File: config.mk
export PLATFORM = sky130hd
export DESIGN_NAME = rxmon_top
export DESIGN_NICKNAME = d
export VERILOG_FILES = /design/src/hdl/rxmon_pkg.sv /design/src/hdl/rxmon_top.sv
export SDC_FILE = /design/constraint.sdc
export NUM_CORES = 1
export LEC_CHECK = 0
export ABC_CLOCK_PERIOD_IN_PS = 2180
export BUFFER_PORTS_ARGS = -buffer_cell sky130_fd_sc_hd__buf_4
export CAP_MARGIN = 25
export CORE_ASPECT_RATIO = 1.5
export CORE_MARGIN = 2
export CORE_UTILIZATION = 35
export DETAILED_ROUTE_END_ITERATION = 10
export GPL_ROUTABILITY_DRIVEN = 0
export GPL_TIMING_DRIVEN = 0
export PLACE_DENSITY = 0.63
export SETUP_SLACK_MARGIN = 0.05
export SYNTH_ARGS = -nofsm -noshare
export SYNTH_HDL_FRONTEND = slang
export SYNTH_SLANG_ARGS = --single-unit
File: constraint.sdc
create_clock -name clk_i -period 2.18 [get_ports clk_i]
set_input_delay 0.436 -clock clk_i [delete_from_list [all_inputs] [get_ports clk_i]]
set_output_delay 0.436 -clock clk_i [all_outputs]
set_load 0.02 [all_outputs]
File: src/hdl/rxmon_pkg.sv
// package for the receive pcs lock status monitor
package rxmon_pkg;
  // register word indices (byte address = index * 4)
  localparam logic [11:0] IDX_LINK_FAULT   = 12'h308;
  localparam logic [11:0] IDX_CLK_LOCK     = 12'h321;
  localparam logic [11:0] IDX_FRAMING_ERROR_STATE      = 12'h323;
  localparam logic [11:0] IDX_FRM_CLR      = 12'h324;
  localparam logic [11:0] IDX_ALIGN        = 12'h326;
  localparam logic [11:0] IDX_DESKEW       = 12'h329;
  localparam logic [11:0] IDX_FLAG_SEL     = 12'h330;
  localparam logic [11:0] IDX_FLAG_VIEW    = 12'h331;
  localparam logic [11:0] IDX_IRQ_STAT     = 12'h340;
  localparam logic [11:0] IDX_IRQ_MASK     = 12'h341;
  localparam logic [11:0] IDX_CTRL         = 12'h342;
  localparam logic [11:0] IDX_ERR_CNT      = 12'h343;
  // field positions
  localparam int DSK_LOCK_BIT   = 0;
  localparam int DSK_TOGGLE_BIT = 1;
  localparam int CTRL_LF_EN_BIT = 0;
  // interrupt status layout
  localparam int IRQ_LOS        = 0;
  localparam int IRQ_FRM        = 1;
  localparam int IRQ_DSK        = 2;
  localparam int IRQ_RXFULL     = 3;
  localparam int IRQ_W          = 4;
  // reset values
  localparam logic [31:0] CTRL_RST     = 32'h0000_0001;
  localparam logic [IRQ_W-1:0] MASK_RST = 4'h0;
  // deskew and timing
  localparam int MAX_SKEW_WORDS = 16;
  localparam int SOFT_RST_NS    = 100;
  localparam int CLK_PERIOD_NS  = 5;
  localparam int SOFT_RST_CYC   = (SOFT_RST_NS + CLK_PERIOD_NS - 1) / CLK_PERIOD_NS;
  // fifo flag groups
  typedef struct packed {
    logic tx_empty;
    logic tx_full;
    logic rx_empty;
    logic rx_full;
  } rxmon_fifo_t;
  // per-lane receive status
  typedef struct packed {
    logic word_lock;
    logic framing_error_state;
    logic clk_lock;
  } rxmon_lane_t;
endpackage

File: src/hdl/rxmon_top.sv
// receive pcs lock status monitor with wishbone register slave
// Summary of operation
// - framing clear held high resets framing errors
// - framing status stays zero after clear while lanes locked and no framing error is reported
// - one clock-lock bit per lane
// - lock bits follow lane clock recovery
// - flag select chooses fifo flags shown
// - flags give tx/rx fifo empty and full
// - deskew lock state in bit zero
// - sticky deskew toggle until reset or clear
// - deskew absorbs up to sixteen words skew
// - alignment bit equals receive aligned output
// - loss of signal drops receive aligned
// - fault option: loss drives local fault
// - link fault bit tracks local fault
// - loss of signal requests receive soft reset
// - diagonal parity per virtual lane
// - data errors fcs, control errors decoding
// - lanes reordered by marker lane tags
`timescale 1ns/10ps
module rxmon_top #(
  parameter int LANES  = 2,
  parameter int VLANES = 4,
  parameter int SKEW_W = 5
) (
  // clock and reset
  input  wire logic                  clk_i,
  input  wire logic                  rst_i,
  // wishbone slave
  input  wire logic                  wb_cyc_i,
  input  wire logic                  wb_stb_i,
  input  wire logic                  wb_we_i,
  input  wire logic [13:0]           wb_adr_i,
  input  wire logic [3:0]            wb_sel_i,
  input  wire logic [31:0]           wb_dat_i,
  output logic      [31:0]           wb_dat_o,
  output logic                       wb_ack_o,
  // lane status from the pcs
  input  wire logic [LANES-1:0]      word_lock_i,
  input  wire logic [LANES-1:0]      framing_error_state_i,
  input  wire logic [LANES-1:0]      clk_lock_i,
  input  wire logic [VLANES-1:0]     am_lock_i,
  input  wire logic [VLANES*2-1:0]   am_tag_i,
  input  wire logic [VLANES*SKEW_W-1:0] vl_skew_i,
  input  wire logic [VLANES-1:0]     bip_err_i,
  input  wire logic                  fcs_err_i,
  input  wire logic                  ctl_err_i,
  input  wire logic                  los_i,
  input  wire logic [3:0]            tx_fifo_flags_i,
  input  wire logic [3:0]            rx_fifo_flags_i,
  // status outputs
  output logic                       rx_aligned_o,
  output logic                       local_fault_o,
  output logic                       soft_rx_rst_o,
  output logic [VLANES*2-1:0]        vl_order_o,
  output logic [VLANES-1:0]          vl_bip_err_o,
  output logic                       fcs_err_o,
  output logic                       mii_dec_err_o,
  output logic                       irq_o
);
  // register state
  localparam int IRQ_W_L = rxmon_pkg::IRQ_W;
  logic [LANES-1:0]   framing_error_state;
  logic               frm_clr;
  logic [31:0]        ctrl;
  logic [7:0]         flag_sel;
  logic               dsk_lock;
  logic               dsk_toggle;
  logic               los_seen;
  logic [7:0]         rst_cnt;
  logic [IRQ_W_L-1:0] irq_stat;
  logic [IRQ_W_L-1:0] irq_mask;
  logic [15:0]        bip_cnt;

  // bus decode
  wire        req      = wb_cyc_i & wb_stb_i & ~wb_ack_o;
  wire [11:0] idx      = wb_adr_i[13:2];
  wire        wr       = req & wb_we_i & wb_sel_i[0];
  wire        wr_clr   = wr & (idx == rxmon_pkg::IDX_FRM_CLR);
  wire        wr_sel   = wr & (idx == rxmon_pkg::IDX_FLAG_SEL);
  wire        wr_istat = wr & (idx == rxmon_pkg::IDX_IRQ_STAT);
  wire        wr_imask = wr & (idx == rxmon_pkg::IDX_IRQ_MASK);
  wire        wr_ctrl  = wr & (idx == rxmon_pkg::IDX_CTRL);

  // deskew: every lane locked and skew within window
  logic skew_ok;
  always_comb begin
    skew_ok = 1'b1;
    for (int v = 0; v < VLANES; v++) begin
      if (vl_skew_i[v*SKEW_W +: SKEW_W] > SKEW_W'(rxmon_pkg::MAX_SKEW_WORDS)) begin
        skew_ok = 1'b0;
      end
    end
  end
  wire next_dsk_lock = skew_ok & (&am_lock_i) & ~los_i;
  wire aligned_now   = next_dsk_lock & ~los_i;

  // fifo flag view, selected by software
  rxmon_pkg::rxmon_fifo_t txf;
  rxmon_pkg::rxmon_fifo_t rxf;
  assign txf = rxmon_pkg::rxmon_fifo_t'(tx_fifo_flags_i);
  assign rxf = rxmon_pkg::rxmon_fifo_t'(rx_fifo_flags_i);
  wire [7:0] flag_all  = {4'h0, rxf.rx_full, rxf.rx_empty, txf.tx_full, txf.tx_empty};
  wire [7:0] flag_view = flag_all & flag_sel;

  // interrupt events
  wire [IRQ_W_L-1:0] irq_ev = {rxf.rx_full, dsk_lock ^ next_dsk_lock, |framing_error_state_i,
                               los_i & ~los_seen};

  // read mux; status registers are read only except interrupt status, which is write-one clear
  logic [31:0] rdata;
  always_comb begin
    rdata = 32'h0;
    case (idx)
      rxmon_pkg::IDX_LINK_FAULT: rdata = {31'h0, local_fault_o};
      rxmon_pkg::IDX_CLK_LOCK:   rdata = 32'(clk_lock_i);
      rxmon_pkg::IDX_FRAMING_ERROR_STATE:    rdata = 32'(framing_error_state);
      rxmon_pkg::IDX_FRM_CLR:    rdata = {31'h0, frm_clr};
      rxmon_pkg::IDX_ALIGN:      rdata = {31'h0, rx_aligned_o};
      rxmon_pkg::IDX_DESKEW:     rdata = {30'h0, dsk_toggle, dsk_lock};
      rxmon_pkg::IDX_FLAG_SEL:   rdata = {24'h0, flag_sel};
      rxmon_pkg::IDX_FLAG_VIEW:  rdata = {24'h0, flag_view};
      rxmon_pkg::IDX_IRQ_STAT:   rdata = 32'(irq_stat);
      rxmon_pkg::IDX_IRQ_MASK:   rdata = 32'(irq_mask);
      rxmon_pkg::IDX_CTRL:       rdata = ctrl;
      rxmon_pkg::IDX_ERR_CNT:    rdata = {16'h0, bip_cnt};
      default:                   rdata = 32'h0;
    endcase
  end

  // wishbone answer, one cycle after request
  always_ff @(posedge clk_i) begin
    if (rst_i) begin
      wb_ack_o <= 1'b0;
      wb_dat_o <= 32'h0;
    end else begin
      wb_ack_o <= req;
      wb_dat_o <= req ? rdata : 32'h0;
    end
  end

  // software registers
  always_ff @(posedge clk_i) begin
    if (rst_i) begin
      frm_clr  <= 1'b0;
      flag_sel <= 8'h0;
      ctrl     <= rxmon_pkg::CTRL_RST;
      irq_mask <= rxmon_pkg::MASK_RST;
    end else begin
      if (wr_clr) frm_clr <= wb_dat_i[0];
      if (wr_sel) flag_sel <= wb_dat_i[7:0];
      if (wr_ctrl) ctrl <= wb_dat_i;
      if (wr_imask) irq_mask <= wb_dat_i[IRQ_W_L-1:0];
    end
  end

  // framing error accumulation and deskew sticky bit
  always_ff @(posedge clk_i) begin
    if (rst_i) begin
      framing_error_state    <= '0;
      dsk_lock   <= 1'b0;
      dsk_toggle <= 1'b0;
    end else begin
      dsk_lock <= next_dsk_lock;
      if (frm_clr) framing_error_state <= '0;
      else framing_error_state <= framing_error_state | framing_error_state_i | ~word_lock_i;
      if (dsk_lock != next_dsk_lock) dsk_toggle <= 1'b1;
      else if (frm_clr) dsk_toggle <= 1'b0;
    end
  end

  // alignment, fault and soft reset
  always_ff @(posedge clk_i) begin
    if (rst_i) begin
      rx_aligned_o  <= 1'b0;
      local_fault_o <= 1'b0;
      soft_rx_rst_o <= 1'b0;
      los_seen      <= 1'b0;
      rst_cnt       <= 8'h0;
    end else begin
      los_seen      <= los_i;
      rx_aligned_o  <= aligned_now;
      local_fault_o <= los_i & ctrl[rxmon_pkg::CTRL_LF_EN_BIT];
      if (los_i & ~los_seen) begin
        rst_cnt       <= 8'(rxmon_pkg::SOFT_RST_CYC);
        soft_rx_rst_o <= 1'b1;
      end else if (rst_cnt != 8'h0) begin
        rst_cnt       <= rst_cnt - 8'h1;
        soft_rx_rst_o <= (rst_cnt != 8'h1);
      end else begin
        soft_rx_rst_o <= 1'b0;
      end
    end
  end

  // lane reorder from tags, parity and error classes
  always_ff @(posedge clk_i) begin
    if (rst_i) begin
      vl_order_o    <= '0;
      vl_bip_err_o  <= '0;
      fcs_err_o     <= 1'b0;
      mii_dec_err_o <= 1'b0;
      bip_cnt       <= 16'h0;
    end else begin
      for (int v = 0; v < VLANES; v++) begin
        vl_order_o[am_tag_i[v*2 +: 2]*2 +: 2] <= 2'(v);
      end
      vl_bip_err_o  <= bip_err_i;
      fcs_err_o     <= fcs_err_i;
      mii_dec_err_o <= ctl_err_i;
      if (|bip_err_i && bip_cnt != 16'hffff) bip_cnt <= bip_cnt + 16'h1;
    end
  end

  // interrupt status, set wins over write-one clear
  always_ff @(posedge clk_i) begin
    if (rst_i) begin
      irq_stat <= '0;
      irq_o    <= 1'b0;
    end else begin
      irq_stat <= (irq_stat & ~(wr_istat ? wb_dat_i[IRQ_W_L-1:0] : '0)) | irq_ev;
      irq_o    <= |(((irq_stat & ~(wr_istat ? wb_dat_i[IRQ_W_L-1:0] : '0)) | irq_ev)
                    & irq_mask);
    end
  end
endmodule

==> flow_metrics.env, run 1 <==
export IMPL_final_core_utilization=0.4979
export IMPL_setup_reg_to_reg_worst_slack_ns=0.07
export IMPL_timing_hold_worst_start="word_lock_i[0]"
export IMPL_worst_slew_margin_rel=0.4923
export IMPL_min_delay_path_class="in -> reg"
export IMPL_clock_fmax_mhz=465.0
export IMPL_max_slew_worst_pin_slew_ns=0.7546
export IMPL_gr_usage_all_layers=0.1998
export IMPL_final_max_slew_viol_count=0
export IMPL_yosysTopAreaCell="sky130_fd_sc_hd__dfxtp_1"
export IMPL_grt_max_degree=17
export IMPL_holdPathEnd="framing_error_state[0]"
export IMPL_post_placement_setup_slack_ns=-0.6768
export IMPL_cts_tree="done"
export IMPL_worst_ep_arrival_time_ns=2.42
export IMPL_wirelength_um=16020
export IMPL_grt_ovfl_total=0
export IMPL_synth_cell_type_count=61
export IMPL_total_power_mw=6.517
export IMPL_detail_route_first_pass_iterations=5
export IMPL_row_count=55
export IMPL_grt_antenna_before_repair=0
export IMPL_final_clock_skew_ns=0.005362
export IMPL_cts_path_max_buffers=2
export IMPL_count_of_state_elements_after_synthesis=128
export IMPL_synth_top_cells_by_count="sky130_fd_sc_hd__dfxtp_1, sky130_fd_sc_hd__nand2_1, sky130_fd_sc_hd__a21oi_1"
export IMPL_rsz_0062_raised_after_global_routing="true"
export IMPL_synth_most_common_cell="sky130_fd_sc_hd__dfxtp_1"
export IMPL_crit_reg2reg_launch="wb_ack_o"
export IMPL_buffer_ports_inserted=148
export IMPL_stdcell_count=990
export IMPL_syn_area_um2=5283
export IMPL_cp_data_required_time_ns=2.45
export IMPL_holdPathStages=2
export IMPL_final_layout_size_suffix_gt1_frac=0.2668
export IMPL_power_leakage_nw=2.935
export IMPL_cts_clk_slew_worst_paths_ns=0.05
export IMPL_synth_top_area_frac=0.4851
export IMPL_detailroute_via_count=5194
export IMPL_areaGrowthSynthToFinish_pct=40.76
export IMPL_r2r_worst_path_cells=6
export IMPL_multiInputGateArea_um2=2639
export IMPL_synth_area_per_cell_um2=8.703
export IMPL_min_period_over_period=0.9864
export IMPL_cts_htree_levels=4
export IMPL_crit_path_start_kind="input pin"
export IMPL_post_drt_via_cell_ratio=5.246
export IMPL_postRouteAntennaNets=0
export IMPL_async_reset_ff_frac=0
export IMPL_crit_path_max_fanout=5
export IMPL_critical_r2r_capture="irq_o"
export IMPL_cap_viol_max_count=0
export IMPL_cts_hold_buffers_added=0
export IMPL_drt_iter0_markers=332
export IMPL_core_region_area_um2=14930
export IMPL_initial_utilization=0.3537
export IMPL_n_fill_cell=1408
export IMPL_syn_num_nets=719
export IMPL_setup_violations=0
export IMPL_vdd_drop_max_mv=0.4763
export IMPL_fp_dieW_um=104.3
export IMPL_whs_ns=0.2139
export IMPL_synthTopCellsByArea="sky130_fd_sc_hd__dfxtp_1, sky130_fd_sc_hd__nand2_1, sky130_fd_sc_hd__a21oi_1, sky130_fd_sc_hd__nor2_1, sky130_fd_sc_hd__xnor2_1"
export IMPL_via_count_of_the_first_global_routing_pass=5306
export IMPL_finalCriticalPeriod_ns=2.150
export IMPL_die_area_um2=16110
export IMPL_boundaryPins=159
export IMPL_run_status="finished, final reports clean"
export IMPL_diodes=0
export IMPL_synth_edf_count=0
export IMPL_synth_ff_type="sky130_fd_sc_hd__dfxtp_1"
export IMPL_clock_sink_count=128
export IMPL_powerDensity_nw_per_um2=876.5
export IMPL_skew_pair_late_insertion_delay_ns=0.40
export IMPL_dpl_cell_count=954
export IMPL_grt_pass1_wl_um=25490
export IMPL_seq_area_frac_synth=0.4851
export IMPL_route_detailed_wl_per_inst_um=16.18
export IMPL_detailedPlacementHpwl_um=12250
export IMPL_final_hold_violation_count=0
export IMPL_crit_type="in -> reg"
export IMPL_endpoint_kind="flop"
export IMPL_final_seq_area_um2=2565
export IMPL_cts_made_buffers=17
export IMPL_post_route_worst_setup_slack_ns=0.02967
export IMPL_overall_die_height_um=154.5
export IMPL_cts_root_buf="sky130_fd_sc_hd__clkbuf_16"
export IMPL_synthesis_instances=607
export IMPL_yosysWarnings=0
export IMPL_number_of_nets_in_the_layout=890
export IMPL_detail_route_drc_violations=0
-- layer usage --
layer  wire (um)  share of wire  track usage
met1        6056           0.38       0.2055
met2        8541           0.53       0.3772
met5           0              0            0
met3         857          0.053      0.04635
met4         567          0.035      0.09459
-- power by group --
group          switching [mW]  leakage [nW]  internal, mW
Combinational           0.435          1.57         0.378
Clock                   0.993         0.323          2.19
Sequential             0.0834          1.04          2.44
Total                    1.51          2.93          5.01
-- worst max path at each step --
stage	startpoint	endpoint	slack [ns]
5_1_grt	wb_adr_i[12]	irq_o	-0.04
6_report	wb_adr_i[12]	irq_o	0.03
4_1_cts	wb_adr_i[12]	irq_o	0.06
3_3_place_gp	wb_adr_i[8]	ctrl[3]	-0.58
2_1_floorplan	wb_adr_i[7]	irq_o	-0.03
3_5_place_dp	wb_adr_i[8]	ctrl[9]	-0.68
-- through the flow --
| step | setup TNS (ns) | instance area (um^2) |
|---|---|---|
| 2_1_floorplan | -0.02776 | 5283 |
| 3_3_place_gp | -28.65 | 6643 |
| 3_5_place_dp | -32.55 | 6643 |
| 4_1_cts | 0 | 7381 |
| 5_1_grt | -0.04088 | 7436 |
| 6_report | 0 | 7436 |
-- cells in the final DEF, fill, tap and decap left out, drive strengths merged, types with 7 or more instances in the layout --
| cell type | count |
|---|---|
| buf | 159 |
| nor4 | 10 |
| dfxtp | 128 |
| nand2 | 104 |
| nor2b | 11 |
| nor2 | 51 |
| a21oi | 56 |
| a22oi | 10 |
| nor3 | 11 |
| xnor2 | 15 |
| nand2b | 14 |
| o21ai | 10 |
| clkbuf | 46 |
| and2 | 19 |
| inv | 9 |
| mux2i | 7 |
| nand3 | 20 |
| a31oi | 8 |
-- layout make-up --
cell class | count | share of cell area
Multi-Input combinational cell | 441 | 0.3549
Sequential cell | 128 | 0.3449
Timing Repair Buffer | 153 | 0.1555
Clock buffer | 24 | 0.06747
Tap cell | 199 | 0.03348
Clock inverter | 8 | 0.02339
Buffer | 28 | 0.01582
Inverter | 9 | 0.004543
-- sequential cells by signal (all words and copies together) (netlist names), 2 cells and up --
signal	flops
bip_cnt	16
ctrl	32
flag_sel	8
framing_error_state	2
irq_mask	4
irq_stat	4
rst_cnt	8
vl_bip_err_o	4
vl_order_o	8
wb_dat_o	32
-- critical path: stages --
cell and delay, ns:
sky130_fd_sc_hd__buf_4 0.12, sky130_fd_sc_hd__or4_4 0.58, sky130_fd_sc_hd__nor3_4 0.22, sky130_fd_sc_hd__buf_6 0.15
sky130_fd_sc_hd__a41oi_2 0.10, sky130_fd_sc_hd__o211a_1 0.26, sky130_fd_sc_hd__or4b_1 0.54
-- cell families after synthesis --
logic type / after synthesis / share of synthesized area
simple gates: 286 / 0.2797
buf+inv: 38 / 0.02818
mux: 7 / 0.01326
xor+xnor: 15 / 0.02487
flops: 128 / 0.4851
compound gates: 129 / 0.1594
fa+ha+maj: 4 / 0.009475
-- what timing repair did --
item                       in CTS  in global routing
gates resized for setup         8                 15
setup buffers                   4                  1
pin swaps                       7                  1
setup endpoints to repair      46                 53
Power figures use the tool's default switching activity.
==> run 2, diff against run 1 <==
- CORE_MARGIN: 2 -> 4
==> flow_metrics.env, run 2 (same netlist as run 1, synthesis figures left out) <==
export IMPL_final_clock_skew_ns=0.005789
export IMPL_cp_data_required_time_ns=2.47
export IMPL_skew_pair_late_insertion_delay_ns=0.42
export IMPL_max_slew_worst_pin_slew_ns=0.7788
export IMPL_grt_pass1_wl_um=25260
export IMPL_power_leakage_nw=2.883
export IMPL_wire_length_the_detailed_router_placed_on_met1_um=6155
export IMPL_cts_root_buf="sky130_fd_sc_hd__clkbuf_16"
export IMPL_crit_path_max_fanout=5
export IMPL_cts_htree_levels=4
export IMPL_worst_ep_arrival_time_ns=2.42
export IMPL_endpoint_kind="flop"
export IMPL_wl_met2_um=8263
export IMPL_cts_tree="done"
export IMPL_final_max_slew_viol_count=0
export IMPL_gr_usage_all_layers=0.1881
export IMPL_core_region_area_um2=14660
export IMPL_cellInternalPower_mw=4.631
export IMPL_grt_max_degree=17
export IMPL_cts_made_buffers=17
export IMPL_setup_violations=0
export IMPL_areaGrowthSynthToFinish_pct=39.82
export IMPL_finalCriticalPeriod_ns=2.124
export IMPL_grt_antenna_before_repair=0
export IMPL_crit_path_start_kind="input pin"
export IMPL_worst_slew_margin_rel=0.4760
export IMPL_route_detailed_wl_per_inst_um=16.24
export IMPL_cts_path_max_buffers=2
export IMPL_postRouteAntennaNets=0
export IMPL_post_drt_via_cell_ratio=5.220
export IMPL_reg_top3="ctrl: 32 flops, wb_dat_o: 32 flops, bip_cnt: 16 flops"
export IMPL_cap_viol_max_count=0
export IMPL_final_hold_violation_count=0
export IMPL_detail_route_drc_violations=0
export IMPL_combinationalPowerShare=0.130
export IMPL_crit_type="in -> reg"
export IMPL_row_count=54
export IMPL_n_fill_cell=1335
export IMPL_overall_die_height_um=158.5
export IMPL_final_layout_size_suffix_gt1_frac=0.2731
export IMPL_netSwitchingFraction=0.2588
export IMPL_buffer_ports_inserted=148
export IMPL_initial_utilization=0.3603
export IMPL_clock_sink_count=128
export IMPL_cts_hold_buffers_added=0
export IMPL_whs_ns=0.1923
export IMPL_detail_route_first_pass_iterations=5
export IMPL_min_period_over_period=0.9742
export IMPL_grt_ovfl_total=0
export IMPL_setup_total_negative_slack_ns=0
export IMPL_powerDensity_nw_per_um2=845.9
export IMPL_detailedPlacementHpwl_um=12300
export IMPL_power_net_switching_mw=1.617
export IMPL_number_of_nets_in_the_layout=890
export IMPL_fp_dieW_um=108.3
export IMPL_vdd_drop_max_mv=0.5671
export IMPL_layout_commonest_cell="sky130_fd_sc_hd__buf_4"
export IMPL_rsz_0062_raised_after_global_routing="true"
export IMPL_power_share_clock=0.466
export IMPL_min_delay_path_class="in -> reg"
export IMPL_diodes=0
export IMPL_run_status="finished, final reports clean"
export IMPL_share_of_total_power_in_sequential_cells=0.404
export IMPL_drt_iter0_markers=372
export IMPL_met3_wire_length_um=1120
export IMPL_via_count_of_the_first_global_routing_pass=5194
export IMPL_cts_clk_slew_worst_paths_ns=0.06
export IMPL_highest_layer="met4"
export IMPL_clock_fmax_mhz=470.9
export IMPL_detailroute_via_count=5152
export IMPL_boundaryPins=159
export IMPL_most_common_layout_cells="sky130_fd_sc_hd__buf_4, sky130_fd_sc_hd__dfxtp_1, sky130_fd_sc_hd__nand2_1"
export IMPL_die_area_um2=17160
export IMPL_wirelength_um=16030
-- run 2: worst max-delay path, cell delays in order --
cell                       delay [ns]
sky130_fd_sc_hd__buf_8           0.10
sky130_fd_sc_hd__or4_4           0.59
sky130_fd_sc_hd__nor3_4          0.31
sky130_fd_sc_hd__a41oi_2         0.18
sky130_fd_sc_hd__o311ai_2        0.30
sky130_fd_sc_hd__or4b_4          0.50
-- run 2: final cells by class --
type	count	area [um^2]	share of cell area
buffer	27	111.4	0.01508
clock buffer	17	425.4	0.05760
clock inverter	15	185.2	0.02507
inverter	9	33.78	0.004574
multi-input combinational	441	2649	0.3586
sequential	128	2565	0.3473
tap	196	245.2	0.03320
timing repair buffer	154	1171	0.1586
-- run 2: metrics by stage --
| stage | total power [mW] | area [um^2] | cells | setup WS (ns) | utilization |
|---|---|---|---|---|---|
| after global routing | 6.494 | 7386 | 987 | 0.01095 | 0.5038 |
| after CTS | 6.269 | 7259 | 983 | 0.05367 | 0.4951 |
| after floorplan | 3.034 | 5283 | 607 | -0.02776 | - |
| after global placement | 3.339 | 6639 | 951 | -0.5143 | 0.4528 |
| final | 6.248 | 7386 | 987 | 0.05619 | 0.5038 |
| after detailed placement | 3.370 | 6639 | 951 | -0.5904 | 0.4528 |
-- run 2: routing by layer --
layer / vias to the layer above / track usage
li1: 2502 / -
met1: 2394 / 0.2064
met2: 215 / 0.3402
met3: 41 / 0.04138
met4: 0 / 0.09146
met5: - / 0
-- run 2: final timing paths --
path | from | endpoint | slack, ns | cells past startpoint
worst max-delay path | wb_adr_i[9] | irq_o | 0.06 | 6
worst min-delay path | word_lock_i[0] | framing_error_state[0] | 0.19 | 2
worst max register to register | wb_ack_o | irq_o | 0.12 | 5
worst min register to register | ctrl[30] | ctrl[30] | 0.44 | 2
-- run 2: power groups by stage --
stage          logic, mW  registers [mW]  clock network (mW)
2_1_floorplan      0.451            2.58                   0
3_3_place_gp       0.770            2.57                   0
3_5_place_dp       0.795            2.57                   0
4_1_cts            0.802            2.52                2.94
5_1_grt            0.897            2.54                3.06
6_report           0.811            2.53                2.91
-- run 2: what timing repair did --
action | in CTS | in global routing
gates resized for setup | 3 | 20
pin swaps | 0 | 8
buffers inserted | 0 | 6
setup endpoints to repair | 41 | 70
==> run 3, diff against run 2 <==
- REMOVE_ABC_BUFFERS: not set -> 1
==> flow_metrics.env, run 3 (same netlist as run 1, synthesis figures left out) <==
export IMPL_post_placement_setup_slack_ns=-1.096
export IMPL_worst_slew_margin_rel=0.5386
export IMPL_min_period_over_period=0.9588
export IMPL_layout_commonest_cell="sky130_fd_sc_hd__buf_4"
export IMPL_final_max_slew_viol_count=0
export IMPL_die_area_um2=17160
export IMPL_route_detailed_wl_per_inst_um=15.38
export IMPL_cell_chain_of_the_critical_path="buf_4 -> or4b_1 -> a21o_1 -> a211oi_1 -> o211ai_1 -> buf_4 -> a31oi_1"
export IMPL_cpMaxStageDelayCell="sky130_fd_sc_hd__or4b_1"
export IMPL_grt_ovfl_total=0
export IMPL_boundaryPins=159
export IMPL_gr_usage_all_layers=0.1746
export IMPL_detailroute_via_count=5037
export IMPL_grt_max_degree=88
export IMPL_setup_violations=0
export IMPL_diodes=0
export IMPL_cap_viol_max_count=0
export IMPL_crit_path_max_incr_delay_ns=0.52
export IMPL_number_of_nets_in_the_layout=876
export IMPL_cts_path_max_buffers=2
export IMPL_post_route_cell_area_um2=7420
export IMPL_most_common_layout_cells="sky130_fd_sc_hd__buf_4, sky130_fd_sc_hd__dfxtp_1, sky130_fd_sc_hd__nand2_1"
export IMPL_cts_hold_buffers_added=0
export IMPL_core_region_area_um2=14660
export IMPL_finalCriticalPeriod_ns=2.090
export IMPL_n_fill_cell=1374
export IMPL_grt_antenna_before_repair=0
export IMPL_worst_ep_arrival_time_ns=2.39
export IMPL_reg_top3="ctrl: 32 flops, wb_dat_o: 32 flops, bip_cnt: 16 flops"
export IMPL_cts_root_buf="sky130_fd_sc_hd__clkbuf_16"
export IMPL_clock_sink_count=128
export IMPL_cts_made_buffers=17
export IMPL_final_hold_violation_count=0
export IMPL_rsz_0062_raised_after_global_routing="true"
export IMPL_drt_iter0_markers=179
export IMPL_wirelength_um=14970
export IMPL_final_layout_size_suffix_gt1_frac=0.2844
export IMPL_overall_die_height_um=158.5
export IMPL_detail_route_first_pass_iterations=4
export IMPL_detailedPlacementHpwl_um=10920
export IMPL_skew_pair_late_insertion_delay_ns=0.41
export IMPL_postRouteAntennaNets=0
export IMPL_postPlaceCellArea_um2=6605
export IMPL_areaGrowthSynthToFinish_pct=40.45
export IMPL_crit_path_max_fanout=16
export IMPL_fp_dieW_um=108.3
export IMPL_max_slew_worst_pin_slew_ns=0.6920
export IMPL_run_status="finished, final reports clean"
export IMPL_critical_path_top_cell_by_count="sky130_fd_sc_hd__buf_4"
export IMPL_cts_tree="done"
export IMPL_grt_pass1_wl_um=24000
export IMPL_post_route_worst_setup_slack_ns=0.08976
export IMPL_powerDensity_nw_per_um2=849.4
export IMPL_whs_ns=0.2135
export IMPL_initial_utilization=0.3603
export IMPL_clock_fmax_mhz=478.4
export IMPL_crit_type="in -> reg"
export IMPL_cts_clk_slew_worst_paths_ns=0.05
export IMPL_endpoint_kind="flop"
export IMPL_vdd_drop_max_mv=0.4138
export IMPL_cts_htree_levels=4
export IMPL_cp_data_required_time_ns=2.48
export IMPL_min_delay_path_class="in -> reg"
export IMPL_detail_route_drc_violations=0
export IMPL_power_leakage_nw=2.930
export IMPL_buffer_ports_inserted=149
export IMPL_multiInputGateArea_um2=2649
export IMPL_final_seq_area_um2=2565
export IMPL_post_drt_via_cell_ratio=5.177
export IMPL_crit_path_start_kind="input pin"
export IMPL_row_count=54
export IMPL_final_clock_skew_ns=0.009132
export IMPL_via_count_of_the_first_global_routing_pass=5075
run 3: metal layers:
layer	vias up	global-route usage	wire, um
met2	172	0.2998	7589
met1	2369	0.2024	6037
met4	0	0.08123	447
li1	2463	-	-
met3	33	0.04544	892
met5	-	0	0
run 3: critical path: cells and delay by family:
family          cells  cell delay (ns)
simple gates        1             0.52
buf+inv             2             0.40
compound gates      4             1.03
run 3: worst paths after layout:
check                               startpoint                endpoint  slack [ns]  cells past startpoint
worst max-delay path               wb_adr_i[3]             wb_dat_o[0]        0.09                      7
worst min-delay path            word_lock_i[1]  framing_error_state[1]        0.21                      2
worst max register to register        wb_ack_o                   irq_o        0.18                      5
worst min register to register        ctrl[31]                ctrl[31]        0.45                      2
run 3: area by class of cell:
type                    instances  area share
multi-input cells             441      0.3570
repair buffers                167      0.1759
flip-flops and latches        128      0.3457
well taps                     196     0.03305
clock buffers                  22     0.06256
clock inverters                10     0.02125
inverters                       9    0.004553
run 3: repair_timing:
action / CTS / global route
pin swaps: 3 / 4
setup endpoints to repair: 61 / 40
setup buffers: 5 / 8
gates resized for setup: 8 / 13
run 3: stage by stage:
stage	std cells	TNS [ns]	power, mW	utilization
CTS	965	0	6.348	0.4974
floorplan	578	-27.06	3.002	-
global route	973	0	6.563	0.5061
finish	973	0	6.302	0.5061
global placement	923	-107.18	3.295	0.4455
detailed placement	928	-52.00	3.357	0.4505
run 3: power by group:
part / switching (mW) / leakage, nW / total [mW] / internal (mW)
Sequential: 0.0820 / 1.04 / 2.52 / 2.44
Clock: 0.998 / 0.308 / 2.97 / 1.97
Combinational: 0.432 / 1.58 / 0.808 / 0.375
Total: 1.51 / 2.93 / 6.30 / 4.79
